File: src/hdl/tom_pkg.sv
// Contract
// [RULE1] Each source recognised only when mask-enabled
// [RULE2] General mask and channel mask kept separate
// [RULE3] Sources coded as independent bits
// [RULE4] Empty mask outputs logic true
// [RULE5] Bit 1h: software trigger, fires after start
// [RULE6] Bit 2h: external input on valid condition
// [RULE7] Bits 100000h-8000000h: backplane lines 0-7
// [RULE8] Bit 10000000h: backplane star line
// [RULE9] Bit 20000000h: backplane differential star B
// [RULE10] General mask readable, writable; zero selects none
// [RULE11] Read-only availability register mirrors source bits
// [RULE12] 32 data lines plus one external input
// [RULE13] Enable gates every source
// [RULE14] Force trigger ignores enable gating
// [RULE15] Force fires immediately while waiting, ignoring masks; here it still waits trig_delay_i cycles
// [RULE16] Force wins over enable on conflict
// [RULE17] Combined trigger passes programmable delay
// [RULE18] Delay stays per card when synchronised
// [RULE19] Channel mask: one bit per channel, RW
// [RULE20] General mask resets to software source
// [RULE21] OR outputs ANDed with AND stage first
package tom_pkg;

  localparam int ADDR_W = 16;
  localparam int DATA_W = 32;
  localparam int NUM_CH = 32;
  localparam int NUM_BP = 8;

  // ****************************************************************
  // Register offsets
  // ****************************************************************
  localparam logic [ADDR_W-1:0] OR_SOURCE_AVAILABILITY_ADDR = 16'h9dd0;
  localparam logic [ADDR_W-1:0] GENERAL_OR_SOURCE_SELECT_ADDR = 16'h9dda;
  localparam logic [ADDR_W-1:0] CHANNEL_OR_SOURCE_SELECT_ADDR = 16'h9e0c;

  // ****************************************************************
  // General mask fields
  // ****************************************************************
  localparam int SOFTWARE_SOURCE_POS = 0;
  localparam int EXTERNAL_INPUT_SOURCE_POS = 1;
  localparam int BACKPLANE_LINE0_SOURCE_POS = 20;
  localparam int BACKPLANE_STAR_SOURCE_POS = 28;
  localparam int BACKPLANE_DIFF_STAR_B_SOURCE_POS = 29;

  localparam logic [DATA_W-1:0] NO_SOURCE_CODE = 32'h0000_0000;
  localparam logic [DATA_W-1:0] SOFTWARE_SOURCE_BIT = 32'h0000_0001;
  localparam logic [DATA_W-1:0] EXTERNAL_INPUT_SOURCE_BIT = 32'h0000_0002;
  localparam logic [DATA_W-1:0] BACKPLANE_LINE0_SOURCE_BIT = 32'h0010_0000;
  localparam logic [DATA_W-1:0] BACKPLANE_LINE7_SOURCE_BIT = 32'h0800_0000;
  localparam logic [DATA_W-1:0] BACKPLANE_STAR_SOURCE_BIT = 32'h1000_0000;
  localparam logic [DATA_W-1:0] BACKPLANE_DIFF_STAR_B_SOURCE_BIT =
    32'h2000_0000;

  localparam logic [DATA_W-1:0] ALL_GENERAL_SOURCES = 32'h3ff0_0003;
  localparam logic [DATA_W-1:0] GENERAL_OR_RESET = SOFTWARE_SOURCE_BIT;
  localparam logic [DATA_W-1:0] CHANNEL_OR_RESET = 32'h0000_0000;
  localparam logic [DATA_W-1:0] READ_ZERO = 32'h0000_0000;

  typedef enum logic [1:0] {
    TOM_IDLE = 2'b00,
    TOM_WAIT = 2'b01,
    TOM_DELAY = 2'b10
  } tom_state_e;

endpackage

File: src/hdl/tom_trigger_or_mask_engine.sv
`timescale 1ns/100ps
module tom_trigger_or_mask_engine
  import tom_pkg::*;
#(
  parameter logic [DATA_W-1:0] AVAIL_MASK = ALL_GENERAL_SOURCES,
  parameter int DELAY_W = 16
) (
  input wire logic sys_clk_i, // 20 MHz clock
  input wire logic rst_i, // Sync reset, high
  input wire logic [ADDR_W-1:0] reg_addr_i, // Register number
  input wire logic reg_wr_i, // Write strobe
  input wire logic reg_rd_i, // Read strobe
  input wire logic [DATA_W-1:0] reg_wdata_i, // Write data
  output logic [DATA_W-1:0] reg_rdata_o, // Read data
  output logic reg_rvalid_o, // Read data valid
  input wire logic start_i, // Acquisition start pulse
  input wire logic trig_enable_i, // Global trigger enable
  input wire logic force_trig_i, // Force trigger pulse
  input wire logic [DELAY_W-1:0] trig_delay_i, // Delay in cycles
  input wire logic and_stage_i, // AND stage result
  input wire logic external_trigger_input_i, // External pin
  input wire logic [NUM_BP-1:0] backplane_line_i, // Backplane lines
  input wire logic backplane_star_i, // Star line
  input wire logic backplane_diff_star_b_i, // Diff star B
  input wire logic [NUM_CH-1:0] data_line_i, // Data lines
  output logic waiting_o, // Waiting for trigger
  output logic trig_o // Final trigger pulse
);

  localparam int NPIN = NUM_CH + NUM_BP + 3;
  // Pin order inside the synchroniser vectors
  localparam int EXT_IDX = NUM_CH;
  localparam int BP_IDX = NUM_CH + 1;
  localparam int STAR_IDX = NUM_CH + NUM_BP + 1;
  localparam int DSTAR_IDX = NUM_CH + NUM_BP + 2;

  // ****************************************************************
  // Pin synchronisers
  // ****************************************************************
  logic [NPIN-1:0] pin_raw;
  logic [NPIN-1:0] sync1_q;
  logic [NPIN-1:0] sync2_q;
  logic [NPIN-1:0] sync3_q;
  logic [NPIN-1:0] stable_q;
  logic [NPIN-1:0] stable_d;
  logic [NPIN-1:0] rise_q;

  // Data lines sit in the low bits
  assign pin_raw = {backplane_diff_star_b_i, backplane_star_i,
                    backplane_line_i, external_trigger_input_i,
                    data_line_i};

  // Three stages; the filter looks at two and three
  always_ff @(posedge sys_clk_i) begin
    if (rst_i) begin
      sync1_q <= '0;
    end else begin
      sync1_q <= pin_raw;
    end
  end

  always_ff @(posedge sys_clk_i) begin
    if (rst_i) begin
      sync2_q <= '0;
    end else begin
      sync2_q <= sync1_q;
    end
  end

  always_ff @(posedge sys_clk_i) begin
    if (rst_i) begin
      sync3_q <= '0;
    end else begin
      sync3_q <= sync2_q;
    end
  end

  // ****************************************************************
  // Level filter
  // ****************************************************************
  // Level moves only where stages two and three agree
  assign stable_d = (sync2_q & sync3_q) |
                    (stable_q & (sync2_q | sync3_q));

  always_ff @(posedge sys_clk_i) begin
    if (rst_i) begin
      stable_q <= '0;
    end else begin
      stable_q <= stable_d;
    end
  end

  // ****************************************************************
  // Edge detect
  // ****************************************************************
  // Condition valid = rising edge of filtered level
  // Pins rest low, so clearing here gives no false edge
  always_ff @(posedge sys_clk_i) begin
    if (rst_i) begin
      rise_q <= '0;
    end else begin
      rise_q <= stable_d & ~stable_q;
    end
  end

  // ****************************************************************
  // Registers
  // ****************************************************************
  logic [DATA_W-1:0] general_or_source_select_q;
  logic [NUM_CH-1:0] channel_or_source_select_q;
  logic general_wr;
  logic channel_wr;

  // Writes to the availability word fall through unused
  assign general_wr = reg_wr_i &&
    (reg_addr_i == GENERAL_OR_SOURCE_SELECT_ADDR);
  assign channel_wr = reg_wr_i &&
    (reg_addr_i == CHANNEL_OR_SOURCE_SELECT_ADDR);

  // ****************************************************************
  // Mask registers
  // ****************************************************************

  always_ff @(posedge sys_clk_i) begin
    if (rst_i) begin
      general_or_source_select_q <= GENERAL_OR_RESET; // [RULE20]
    end else if (general_wr) begin
      general_or_source_select_q <= reg_wdata_i & AVAIL_MASK; // [RULE10]
    end
  end

  always_ff @(posedge sys_clk_i) begin
    if (rst_i) begin
      channel_or_source_select_q <= CHANNEL_OR_RESET;
    end else if (channel_wr) begin
      // Channel word has one bit per data line
      channel_or_source_select_q <= reg_wdata_i; // [RULE19]
    end
  end

  // ****************************************************************
  // Register read
  // ****************************************************************
  logic [DATA_W-1:0] read_word;

  // Unmapped numbers read as zero
  always_comb begin
    read_word = READ_ZERO;
    unique case (reg_addr_i)
      OR_SOURCE_AVAILABILITY_ADDR: read_word = AVAIL_MASK; // [RULE11]
      GENERAL_OR_SOURCE_SELECT_ADDR:
        read_word = general_or_source_select_q; // [RULE10]
      CHANNEL_OR_SOURCE_SELECT_ADDR:
        read_word = channel_or_source_select_q; // [RULE19]
      default: read_word = READ_ZERO;
    endcase
  end

  always_ff @(posedge sys_clk_i) begin
    if (rst_i) begin
      reg_rvalid_o <= 1'b0;
    end else begin
      reg_rvalid_o <= reg_rd_i;
    end
  end

  // Idle read data is zero so stale words never linger
  always_ff @(posedge sys_clk_i) begin
    if (rst_i) begin
      reg_rdata_o <= READ_ZERO;
    end else if (reg_rd_i) begin
      reg_rdata_o <= read_word;
    end else begin
      reg_rdata_o <= READ_ZERO;
    end
  end

  // ****************************************************************
  // Source events
  // ****************************************************************
  logic ext_event;
  logic [NUM_BP-1:0] bp_event;
  logic star_event;
  logic dstar_event;
  logic [NUM_CH-1:0] ch_event;
  logic [DATA_W-1:0] general_events;

  assign ch_event = rise_q[NUM_CH-1:0];
  assign ext_event = rise_q[EXT_IDX];
  // Backplane lines keep their order in the mask
  assign bp_event = rise_q[BP_IDX +: NUM_BP];
  assign star_event = rise_q[STAR_IDX];
  assign dstar_event = rise_q[DSTAR_IDX];

  // Software source stands true for the whole wait
  always_comb begin
    general_events = NO_SOURCE_CODE; // [RULE3]
    general_events[SOFTWARE_SOURCE_POS] = 1'b1; // [RULE5]
    general_events[EXTERNAL_INPUT_SOURCE_POS] = ext_event; // [RULE6]
    general_events[BACKPLANE_LINE0_SOURCE_POS +: NUM_BP] =
      bp_event; // [RULE7]
    general_events[BACKPLANE_STAR_SOURCE_POS] = star_event; // [RULE8]
    general_events[BACKPLANE_DIFF_STAR_B_SOURCE_POS] =
      dstar_event; // [RULE9]
  end

  // ****************************************************************
  // OR masks
  // ****************************************************************
  logic general_empty;
  logic channel_empty;
  logic general_hit;
  logic channel_hit;
  logic general_out;
  logic channel_out;
  logic combined_or;
  logic candidate;
  logic fire;

  // True when any enabled source shows an event
  function automatic logic tom_any_hit(
    input logic [DATA_W-1:0] events,
    input logic [DATA_W-1:0] enables
  );
    return |(events & enables);
  endfunction

  assign general_empty = general_or_source_select_q == NO_SOURCE_CODE;
  assign channel_empty = ~|channel_or_source_select_q;
  assign general_hit = tom_any_hit(general_events,
    general_or_source_select_q); // [RULE1]
  assign channel_hit = tom_any_hit(ch_event,
    channel_or_source_select_q); // [RULE12]
  // Empty mask must not block the AND stage
  assign general_out = general_empty | general_hit; // [RULE4]
  assign channel_out = channel_empty | channel_hit; // [RULE4]

  // Two masks feed one OR; an empty one drops out
  always_comb begin
    if (general_empty) begin
      combined_or = channel_out; // [RULE2]
    end else if (channel_empty) begin
      combined_or = general_out;
    end else begin
      combined_or = general_hit | channel_hit;
    end
  end

  // ****************************************************************
  // Candidate and gating
  // ****************************************************************
  // Both masks empty: the AND stage alone decides
  assign candidate = combined_or & and_stage_i; // [RULE21]
  // Force bypasses masks and enable alike
  assign fire = force_trig_i | // [RULE14] [RULE15] [RULE16]
    (trig_enable_i & candidate); // [RULE13]

  // ****************************************************************
  // Sequencer and delay
  // ****************************************************************
  tom_state_e state_q;
  logic [DELAY_W-1:0] delay_cnt_q;
  logic accept;
  logic delay_zero;
  logic delay_done;

  // Force outside the wait state is dropped
  assign accept = (state_q == TOM_WAIT) && fire; // [RULE15]
  // Zero delay skips the count state
  assign delay_zero = trig_delay_i == '0;
  assign delay_done = (state_q == TOM_DELAY) &&
    (delay_cnt_q == DELAY_W'(1));

  // Start is ignored unless idle
  always_ff @(posedge sys_clk_i) begin
    if (rst_i) begin
      state_q <= TOM_IDLE;
    end else begin
      unique case (state_q)
        TOM_IDLE: begin
          if (start_i) begin
            state_q <= TOM_WAIT;
          end
        end
        TOM_WAIT: begin
          if (accept && delay_zero) begin
            state_q <= TOM_IDLE;
          end else if (accept) begin
            state_q <= TOM_DELAY;
          end
        end
        TOM_DELAY: begin
          if (delay_done) begin
            state_q <= TOM_IDLE;
          end
        end
        default: state_q <= TOM_IDLE;
      endcase
    end
  end

  // ****************************************************************
  // Delay counter
  // ****************************************************************
  // Delay is sampled once, at accept
  // Each card holds its own delay value
  always_ff @(posedge sys_clk_i) begin
    if (rst_i) begin
      delay_cnt_q <= '0;
    end else if (accept) begin
      delay_cnt_q <= trig_delay_i; // [RULE17] [RULE18]
    end else if (state_q == TOM_DELAY && !delay_done) begin
      delay_cnt_q <= delay_cnt_q - DELAY_W'(1);
    end
  end

  // ****************************************************************
  // Trigger output
  // ****************************************************************
  // One cycle pulse; zero delay fires at accept
  always_ff @(posedge sys_clk_i) begin
    if (rst_i) begin
      trig_o <= 1'b0;
    end else begin
      trig_o <= (accept && delay_zero) || delay_done; // [RULE17]
    end
  end

  // ****************************************************************
  // Waiting flag
  // ****************************************************************
  // Drops at accept, even while the delay still runs
  always_ff @(posedge sys_clk_i) begin
    if (rst_i) begin
      waiting_o <= 1'b0;
    end else if (state_q == TOM_IDLE && start_i) begin
      waiting_o <= 1'b1;
    end else if (accept) begin
      waiting_o <= 1'b0;
    end
  end

endmodule // tom_trigger_or_mask_engine

File: config.mk
export PLATFORM = sky130hd
export DESIGN_NAME = tom_trigger_or_mask_engine
export DESIGN_NICKNAME = d
export VERILOG_FILES = /design/src/hdl/tom_pkg.sv /design/src/hdl/tom_trigger_or_mask_engine.sv
export SDC_FILE = /design/constraint.sdc
export NUM_CORES = 1
export LEC_CHECK = 0
export BUFFER_PORTS_ARGS = -buffer_cell sky130_fd_sc_hd__buf_4
export CAP_MARGIN = 15
export CELL_PAD_IN_SITES_DETAIL_PLACEMENT = 0
export CELL_PAD_IN_SITES_GLOBAL_PLACEMENT = 2
export CORE_MARGIN = 2
export CORE_UTILIZATION = 37
export CTS_BUF_LIST = sky130_fd_sc_hd__clkbuf_4
export CTS_CLUSTER_DIAMETER = 120
export DETAILED_ROUTE_END_ITERATION = 7
export MAX_ROUTING_LAYER = met4
export PLACE_DENSITY_LB_ADDON = 0.1
export SYNTH_ARGS = -nofsm -noshare
export SYNTH_HDL_FRONTEND = slang
export SYNTH_SLANG_ARGS = --single-unit
export TNS_END_PERCENT = 10
File: constraint.sdc
create_clock -name sys_clk_i -period 2.26 [get_ports sys_clk_i]
set_clock_uncertainty 0.05 [all_clocks]
set_input_delay 0.452 -clock sys_clk_i [delete_from_list [all_inputs] [get_ports sys_clk_i]]
set_output_delay 0.452 -clock sys_clk_i [all_outputs]
set_load 0.02 [all_outputs]
==> impl_metrics.json, run 1 <==
{
  "status": "completed",
  "die_w_um": 171,
  "track_usage": 0.183,
  "clockBufferDepth": 3,
  "finalWeightedCongestion": 0.848,
  "syn_to_final_growth_pct": 35.6,
  "ys_ff_latch": 312,
  "htreeDepth": 3,
  "maxCapViolCount": 0,
  "rsz0062_at_grt": "true",
  "slowest_stage": "or4_4",
  "worstSetupEndpointType": "flop",
  "io_pins": 150,
  "fin_hold_ws_ns": 0.0882,
  "grt_max_degree": 77,
  "dp_cells": 1544,
  "cts_sinks": 312,
  "cp-startpoint": "delay_cnt_q[2]$_SDFFE_PP0P_",
  "async_flop_share": 0,
  "worstSetupPathType": "flop to flop",
  "post-route-period-util": 0.964,
  "drcViolationCount": 0,
  "num_vias": 8223,
  "drtPass1Iterations": 5,
  "hold_viol": 0,
  "synth_edf_count": 0,
  "postSynthCellCount": 1023,
  "drt_first_iter_violations": 485,
  "min_from": "trig_delay_i[1]",
  "wirelength_um": 26200,
  "grt.overflow.total": 0,
  "seq_power_share": 0.511,
  "pwr_density_cell_nw_per_um2": 795,
  "crit_chain": "or4_4 > or3_4 > nor4b_4 > xnor2_1 > o21ai_1 > o211a_1",
  "synth.avg_cell_area_um2": 10.1,
  "num_rows": 61,
  "setup-violations-final": 0,
  "grt_pass1_vias": 7828,
  "wl_per_cell_um": 14.8,
  "portBuffers": 149,
  "fmax_mhz": 459,
  "place_area_um2": 12100,
  "worstSetupStartpointType": "flop",
  "clk-insertion-delay-late_ns": 0.69,
  "cts_tree": "built",
  "combPwrFrac": 0.069,
  "grt_pass1_wl_um": 40500,
  "slew_violations": 0,
  "die_h_um": 171,
  "synth_ff_type": "dfxtp_1",
  "dp_hpwl_um": 17800,
  "clk_pin_slew_ns": 0.07,
  "cp_max_fo": 6,
  "drive_above_1_share": 0.239,
  "final_nets": 1458,
  "clock_power_share": 0.420,
  "post-route-min-period_ns": 2.18,
  "seq_area_frac_synth": 0.604,
  "worstMarginPinSlew_ns": 0.555,
  "irDropWorstVdd_mv": 0.397,
  "die_area_um2": 29300,
  "critical-path-max-stage-delay_ns": 0.60,
  "syn_nets": 1140,
  "p_sw_frac": 0.228,
  "core_area_um2": 27600,
  "layout_common_cells": "312 x dfxtp_1, 192 x buf_4, 132 x nand2_1",
  "antenna_found_initial": 1,
  "finalNonFillerCells": 1767,
  "intPower_mw": 8.62,
  "final_common_cell": "dfxtp_1",
  "initial_core_util": 0.375,
  "syn_area_um2": 10300,
  "slew_headroom": 0.629,
  "crit_required_ns": 2.77,
  "ys_types": 56,
  "synth_warnings": 0,
  "r2r_start": "delay_cnt_q[2]$_SDFFE_PP0P_",
  "ctsRootBufferMaster": "clkbuf_4",
  "worstPathArrival_ns": 2.69,
  "ant_nets": 0,
  "cts_buffers": 81,
  "viasPerCell": 4.65,
  "design_area_um2": 14000,
  "p_leak_nw": 5.79,
  "switching_power_mw": 2.54,
  "hold_path_class": "input port to flop"
}
kinds of logic after synthesis:
| logic type | count (synthesis) | synth area share |
|---|---|---|
| xor gates and xnor gates | 11 | 0.00931 |
| and+or+nand+nor | 416 | 0.233 |
| DFF | 312 | 0.604 |
| buffers and inverters | 57 | 0.0239 |
| AOI/OAI and AO/OA | 224 | 0.127 |
| muxes | 1 | 0.000967 |
| adders and majority gates | 2 | 0.00242 |
flip-flops by register name (all words and copies together), names as in the netlist, 12 cells and up:
register	count
reg_rdata_o	32
channel_or_source_select_q	32
sync3_q	43
rise_q	43
general_or_source_select_q	12
sync2_q	43
delay_cnt_q	16
stable_q	43
sync1_q	43
repair_timing:
item                                   4_1_cts  5_1_grt
endpoints found under the hold margin      107        0
buffers inserted                             0        4
hold buffers                                88        0
gates resized for setup                      0        6
setup endpoints to repair                    0       10
layer usage:
metal  vias to the layer above  share of wire  routed length, µm  global-route usage
met1                      3714           0.48              12500               0.240
met3                        62          0.053               1380              0.0430
met5                         -              0                  0                   -
met2                       231           0.45              11700               0.279
li1                       4216              -                  -                   -
met4                         0          0.024                626              0.0641
worst paths after layout:
path	end	slack (ns)	depth (start not counted)
worst max register to register	delay_cnt_q[12]$_SDFFE_PP0P_	0.08	6
worst min-delay path	delay_cnt_q[1]$_SDFFE_PP0P_	0.09	3
worst min register to register	sync2_q[23]$_SDFF_PP0_	0.38	1
worst max-delay path	delay_cnt_q[12]$_SDFFE_PP0P_	0.08	6
critical path: cells and delay by family, from the launching register on:
| family | cells | cell delay (ns) |
|---|---|---|
| DFF | 1 | 0.35 |
| xor gates and xnor gates | 1 | 0.15 |
| AOI/OAI and AO/OA | 2 | 0.22 |
| and+or+nand+nor | 3 | 1.27 |
power by group through the flow:
stage                     logic [mW]  registers, mW  clock network [mW]
final                          0.774           5.70                4.68
after CTS                      0.737           5.70                4.89
after global routing           0.848           5.71                5.18
after detailed placement       0.612           5.82                   0
after floorplan                0.341           5.81                   0
after global placement         0.612           5.82                   0
Yosys cell counts, types with 3 or more instances:
cell	count	area [µm²]
a211oi_1	3	22.5
a21oi_1	108	541
a221oi_1	3	26.3
a22o_1	3	26.3
a22oi_1	28	210
and2_1	4	25.0
and3_1	23	144
and3b_1	44	385
buf_2	3	15.0
buf_6	4	45.0
clkbuf_1	42	158
dfxtp_1	312	6250
inv_1	7	26.3
nand2_1	132	495
nand3_1	15	75.1
nand4_1	9	56.3
nor2_1	8	30.0
nor2b_1	131	820
nor3_1	10	50.1
nor4_1	17	106
o211a_1	8	80.1
o21ai_0	53	265
xnor2_1	10	87.6
area by class of cell:
type	instances	area [µm²]
tap	378	473
antenna	1	2.50
timing repair buffer	285	2410
fill	2633	13600
clock buffer	114	856
multi-input combinational	654	3890
clock inverter	16	129
inverter	7	26.3
sequential	312	6250
stage by stage:
step | power (mW) | TNS, ns | worst slack (ns) | util
2_1_floorplan | 6.15 | 0 | 0.187 | -
3_3_place_gp | 6.43 | 0 | 0.102 | 0.438
3_5_place_dp | 6.43 | 0 | 0.0729 | 0.438
4_1_cts | 11.3 | 0 | 0.0624 | 0.506
5_1_grt | 11.7 | -0.120 | -0.0434 | 0.508
6_report | 11.2 | 0 | 0.0822 | 0.508
No activity file was read; power rests on OpenSTA's default activity.
==> run 2, diff against run 1 <==
- CAP_MARGIN: 15 -> 20
- RECOVER_POWER: not set -> 25
==> run 2 against run 1 <==
Compared with the run above:
- power about the same
- combinational power is 0.5% lower
- sequential share of layout area is 0.071 points higher
- critical endpoint unchanged
- largest power group unchanged
- highest routed layer unchanged
==> impl_metrics.json, run 2 (same netlist as run 1, synthesis figures left out) <==
{
  "drt_first_iter_violations": 472,
  "maxCapViolCount": 0,
  "place_area_um2": 12100,
  "final_common_cell": "dfxtp_1",
  "crit_chain": "or4_4 > or3_4 > nor4b_4 > xnor2_1 > o21ai_1 > o211a_1",
  "rsz0062_at_grt": "true",
  "drive_above_1_share": 0.238,
  "num_vias": 8216,
  "multiInputGateArea_um2": 3890,
  "wl_per_cell_um": 14.8,
  "fin_hold_ws_ns": 0.0923,
  "antenna_found_initial": 1,
  "clk-insertion-delay-late_ns": 0.69,
  "finalSetupTns_ns": 0,
  "crit_required_ns": 2.77,
  "layout_common_cells": "312 x dfxtp_1, 191 x buf_4, 132 x nand2_1",
  "die_area_um2": 29300,
  "track_usage": 0.183,
  "viasPerCell": 4.65,
  "die_w_um": 171,
  "drtPass1Iterations": 5,
  "final_util": 0.507,
  "final_nets": 1458,
  "status": "completed",
  "post-route-min-period_ns": 2.17,
  "core_area_um2": 27600,
  "cts_buffers": 81,
  "grt_pass1_wl_um": 40500,
  "portBuffers": 149,
  "critical-path-max-stage-delay_ns": 0.60,
  "htreeDepth": 3,
  "syn_to_final_growth_pct": 35.4,
  "ant_nets": 0,
  "worstSetupStartpointType": "flop",
  "initial_core_util": 0.375,
  "worstPathArrival_ns": 2.68,
  "n_fill_cell": 2637,
  "dp_hpwl_um": 17800,
  "grt.overflow.total": 0,
  "wirelength_um": 26200,
  "drcViolationCount": 0,
  "num_rows": 61,
  "clk_pin_slew_ns": 0.07,
  "worstSetupEndpointType": "flop",
  "fmax_mhz": 460,
  "hold_path_class": "input port to flop",
  "die_h_um": 171,
  "finalWeightedCongestion": 0.848,
  "worstSetupPathType": "flop to flop",
  "finalNonFillerCells": 1767,
  "io_pins": 150,
  "cts_sinks": 312,
  "grt_pass1_vias": 7828,
  "ctsRootBufferMaster": "clkbuf_4",
  "worstMarginPinSlew_ns": 0.843,
  "clockBufferDepth": 3,
  "grt_max_degree": 77,
  "hold_viol": 0,
  "dp_cells": 1544,
  "slew_violations": 0,
  "design_area_um2": 14000,
  "setup-violations-final": 0,
  "p_leak_nw": 5.78,
  "cp_max_fo": 6,
  "irDropWorstVdd_mv": 0.397,
  "pwr_density_cell_nw_per_um2": 796,
  "post-route-period-util": 0.962,
  "cts_tree": "built",
  "slew_headroom": 0.438,
  "slowest_stage": "or4_4",
  "seq_area_um2": 6250
}
==> run 2: changes by cell type in the layout (fill, tap and decap cells not counted) <==
cell	before	now
buf_12	4	3
buf_4	192	191
buf_6	1	0
clkbuf_1	0	1
clkbuf_2	0	1
clkbuf_4	114	115
==> run 2: final cells by class <==
class	count	area share
sequential	312	0.446
inverter	7	0.00188
antenna	1	0.000179
multi-input combinational	654	0.277
tap	378	0.0338
clock inverter	16	0.00920
timing repair buffer	285	0.171
clock buffer	114	0.0611
==> run 2: worst max-delay path: cells and delay by family (launching register included) <==
| kind | cells | cell delay, ns |
|---|---|---|
| AND/OR/NAND/NOR | 3 | 1.27 |
| flip-flops | 1 | 0.35 |
| AO/OA/AOI/OAI | 2 | 0.22 |
| XOR/XNOR | 1 | 0.15 |
==> run 2: worst paths after layout <==
kind                               startpoint                           end  depth (start not counted)  slack, ns
hold / removal                trig_delay_i[1]   delay_cnt_q[1]$_SDFFE_PP0P_                          3       0.09
setup / recovery  delay_cnt_q[2]$_SDFFE_PP0P_  delay_cnt_q[12]$_SDFFE_PP0P_                          6       0.09
setup reg to reg  delay_cnt_q[2]$_SDFFE_PP0P_  delay_cnt_q[12]$_SDFFE_PP0P_                          6       0.09
hold reg to reg        sync1_q[23]$_SDFF_PP0_        sync2_q[23]$_SDFF_PP0_                          1       0.38
==> run 2: timing repair <==
item / in CTS / in global routing
buffers inserted: 0 / 4
endpoints found under the setup margin: 0 / 10
endpoints found under the hold margin: 107 / 0
gates resized for setup: 0 / 6
hold buffers: 88 / 0
==> run 2: power breakdown <==
group	switching (mW)	internal, mW	total (mW)	leakage [nW]
Combinational	0.323	0.446	0.770	2.65
Clock	2.15	2.53	4.68	0.584
Sequential	0.0692	5.63	5.70	2.54
Total	2.54	8.61	11.2	5.78
==> run 2: per-layer routing <==
metal / share of wire / GRT usage / vias up
met2: 0.45 / 0.279 / 233
met4: 0.022 / 0.0641 / 0
met1: 0.47 / 0.240 / 3710
li1: - / - / 4220
met5: 0 / - / -
met3: 0.056 / 0.0430 / 53
==> run 2: metrics by stage <==
stage / power [mW] / setup WS (ns)
floorplan: 6.15 / 0.187
global placement: 6.43 / 0.102
detailed placement: 6.43 / 0.0729
CTS: 11.3 / 0.0624
global route: 11.7 / -0.0434
finish: 11.2 / 0.0860
==> run 3, diff against run 2 <==
- MAX_ROUTING_LAYER: met4 -> not set
==> run 3 against run 2 <==
Compared with the run above:
- non-clock buffer count stayed put
- register-to-register slack hardly changed
- critical path depth stayed put
- first-iteration DRC count is 1.1% lower
- highest routed layer unchanged
- clock power hardly changed
- maximum frequency hardly changed
- power hardly changed
==> impl_metrics.json, run 3 (same netlist as run 1, synthesis figures left out) <==
{
  "status": "completed",
  "initial_core_util": 0.375,
  "post-place-ws_ns": 0.0729,
  "p_leak_nw": 5.78,
  "antenna_found_initial": 1,
  "place_area_um2": 12100,
  "irDropWorstVdd_mv": 0.397,
  "viasPerCell": 4.65,
  "fin_hold_ws_ns": 0.0862,
  "grt_pass1_wl_um": 40500,
  "rsz0062_at_grt": "true",
  "track_usage": 0.178,
  "dp_hpwl_um": 17800,
  "syn_to_final_growth_pct": 35.4,
  "drtPass1Iterations": 5,
  "cts_tree": "built",
  "pwr_density_cell_nw_per_um2": 796,
  "worstMarginPinSlew_ns": 0.849,
  "design_area_um2": 14000,
  "fmax_mhz": 460,
  "drive_above_1_share": 0.238,
  "drt_first_iter_violations": 467,
  "clk_pin_slew_ns": 0.07,
  "io_pins": 150,
  "maxCapViolCount": 0,
  "final_util": 0.507,
  "layout_common_cells": "312 x dfxtp_1, 191 x buf_4, 132 x nand2_1",
  "die_h_um": 171,
  "portBuffers": 149,
  "clockBufferDepth": 3,
  "htreeDepth": 3,
  "post-route-min-period_ns": 2.17,
  "finalWeightedCongestion": 0.835,
  "wl_per_cell_um": 14.8,
  "clk-insertion-delay-late_ns": 0.69,
  "slew_headroom": 0.434,
  "num_vias": 8212,
  "post-route-period-util": 0.962,
  "ctsRootBufferMaster": "clkbuf_4",
  "worstSetupPathType": "flop to flop",
  "grt_pass1_vias": 7834,
  "grt.overflow.total": 0,
  "drcViolationCount": 0,
  "die_area_um2": 29300,
  "hold_viol": 0,
  "core_area_um2": 27600,
  "ant_nets": 0,
  "final_nets": 1458,
  "worst_slack_ns": 0.0857,
  "die_w_um": 171,
  "worstSetupStartpointType": "flop",
  "wirelength_um": 26200,
  "slew_violations": 0,
  "n_fill_cell": 2637,
  "worstPathArrival_ns": 2.69,
  "worstSetupEndpointType": "flop",
  "cp_max_fo": 6,
  "final_common_cell": "dfxtp_1",
  "cts_sinks": 312,
  "setup-violations-final": 0,
  "grt_max_degree": 77,
  "num_rows": 61,
  "cts_buffers": 81,
  "crit_required_ns": 2.77,
  "hold_path_class": "input port to flop"
}
[run 3: cell counts in the layout (fill, tap and decap cells not counted)]
Identical to the previous run, type by type.
[run 3: worst paths after layout]
check,startpoint,to,slack [ns],depth (start not counted)
setup / recovery,delay_cnt_q[2]$_SDFFE_PP0P_,delay_cnt_q[12]$_SDFFE_PP0P_,0.09,6
hold / removal,reg_wr_i,general_or_source_select_q[29]$_SDFFE_PP0P_,0.09,3
setup reg to reg,delay_cnt_q[2]$_SDFFE_PP0P_,delay_cnt_q[12]$_SDFFE_PP0P_,0.09,6
hold reg to reg,sync1_q[23]$_SDFF_PP0_,sync2_q[23]$_SDFF_PP0_,0.38,1
[run 3: what timing repair did]
item | CTS | global route
endpoints found under the setup margin | 0 | 9
hold buffers | 88 | 0
buffers inserted | 0 | 4
hold endpoints to repair | 107 | 0
resized for setup | 0 | 6
[run 3: area by class of cell]
class / count / area [µm²] / area share
Antenna cell: 1 / 2.50 / 0.000179
Multi-Input combinational cell: 654 / 3890 / 0.277
Tap cell: 378 / 473 / 0.0338
Inverter: 7 / 26.3 / 0.00188
Timing Repair Buffer: 285 / 2390 / 0.171
Sequential cell: 312 / 6250 / 0.446
Clock buffer: 114 / 856 / 0.0611
Clock inverter: 16 / 129 / 0.00920
[run 3: metrics by stage]
step / std cells / power (mW) / setup TNS, ns
after floorplan: 1023 / 6.15 / 0
final: 1767 / 11.2 / 0
after detailed placement: 1544 / 6.43 / 0
after CTS: 1762 / 11.3 / 0
after global placement: 1544 / 6.43 / 0
after global routing: 1767 / 11.7 / -0.124
[run 3: critical path: stages (launching register included)]
cell and delay (ns):
dfxtp_1 0.35, or4_4 0.60, or3_4 0.42, nor4b_4 0.25, xnor2_1 0.15, o21ai_1 0.08, o211a_1 0.14
[run 3: report_power, final]
| group | internal [mW] | switching, mW | leakage [nW] |
|---|---|---|---|
| Sequential | 5.63 | 0.0690 | 2.54 |
| Combinational | 0.446 | 0.323 | 2.65 |
| Clock | 2.53 | 2.15 | 0.584 |
| Total | 8.61 | 2.54 | 5.78 |
[run 3: metal layers]
| layer | global-route usage | wire length (µm) |
|---|---|---|
| met2 | 0.279 | 11700 |
| met3 | 0.0433 | 1550 |
| met4 | 0.0641 | 573 |
| met5 | 0 | 0 |
| met1 | 0.239 | 12300 |
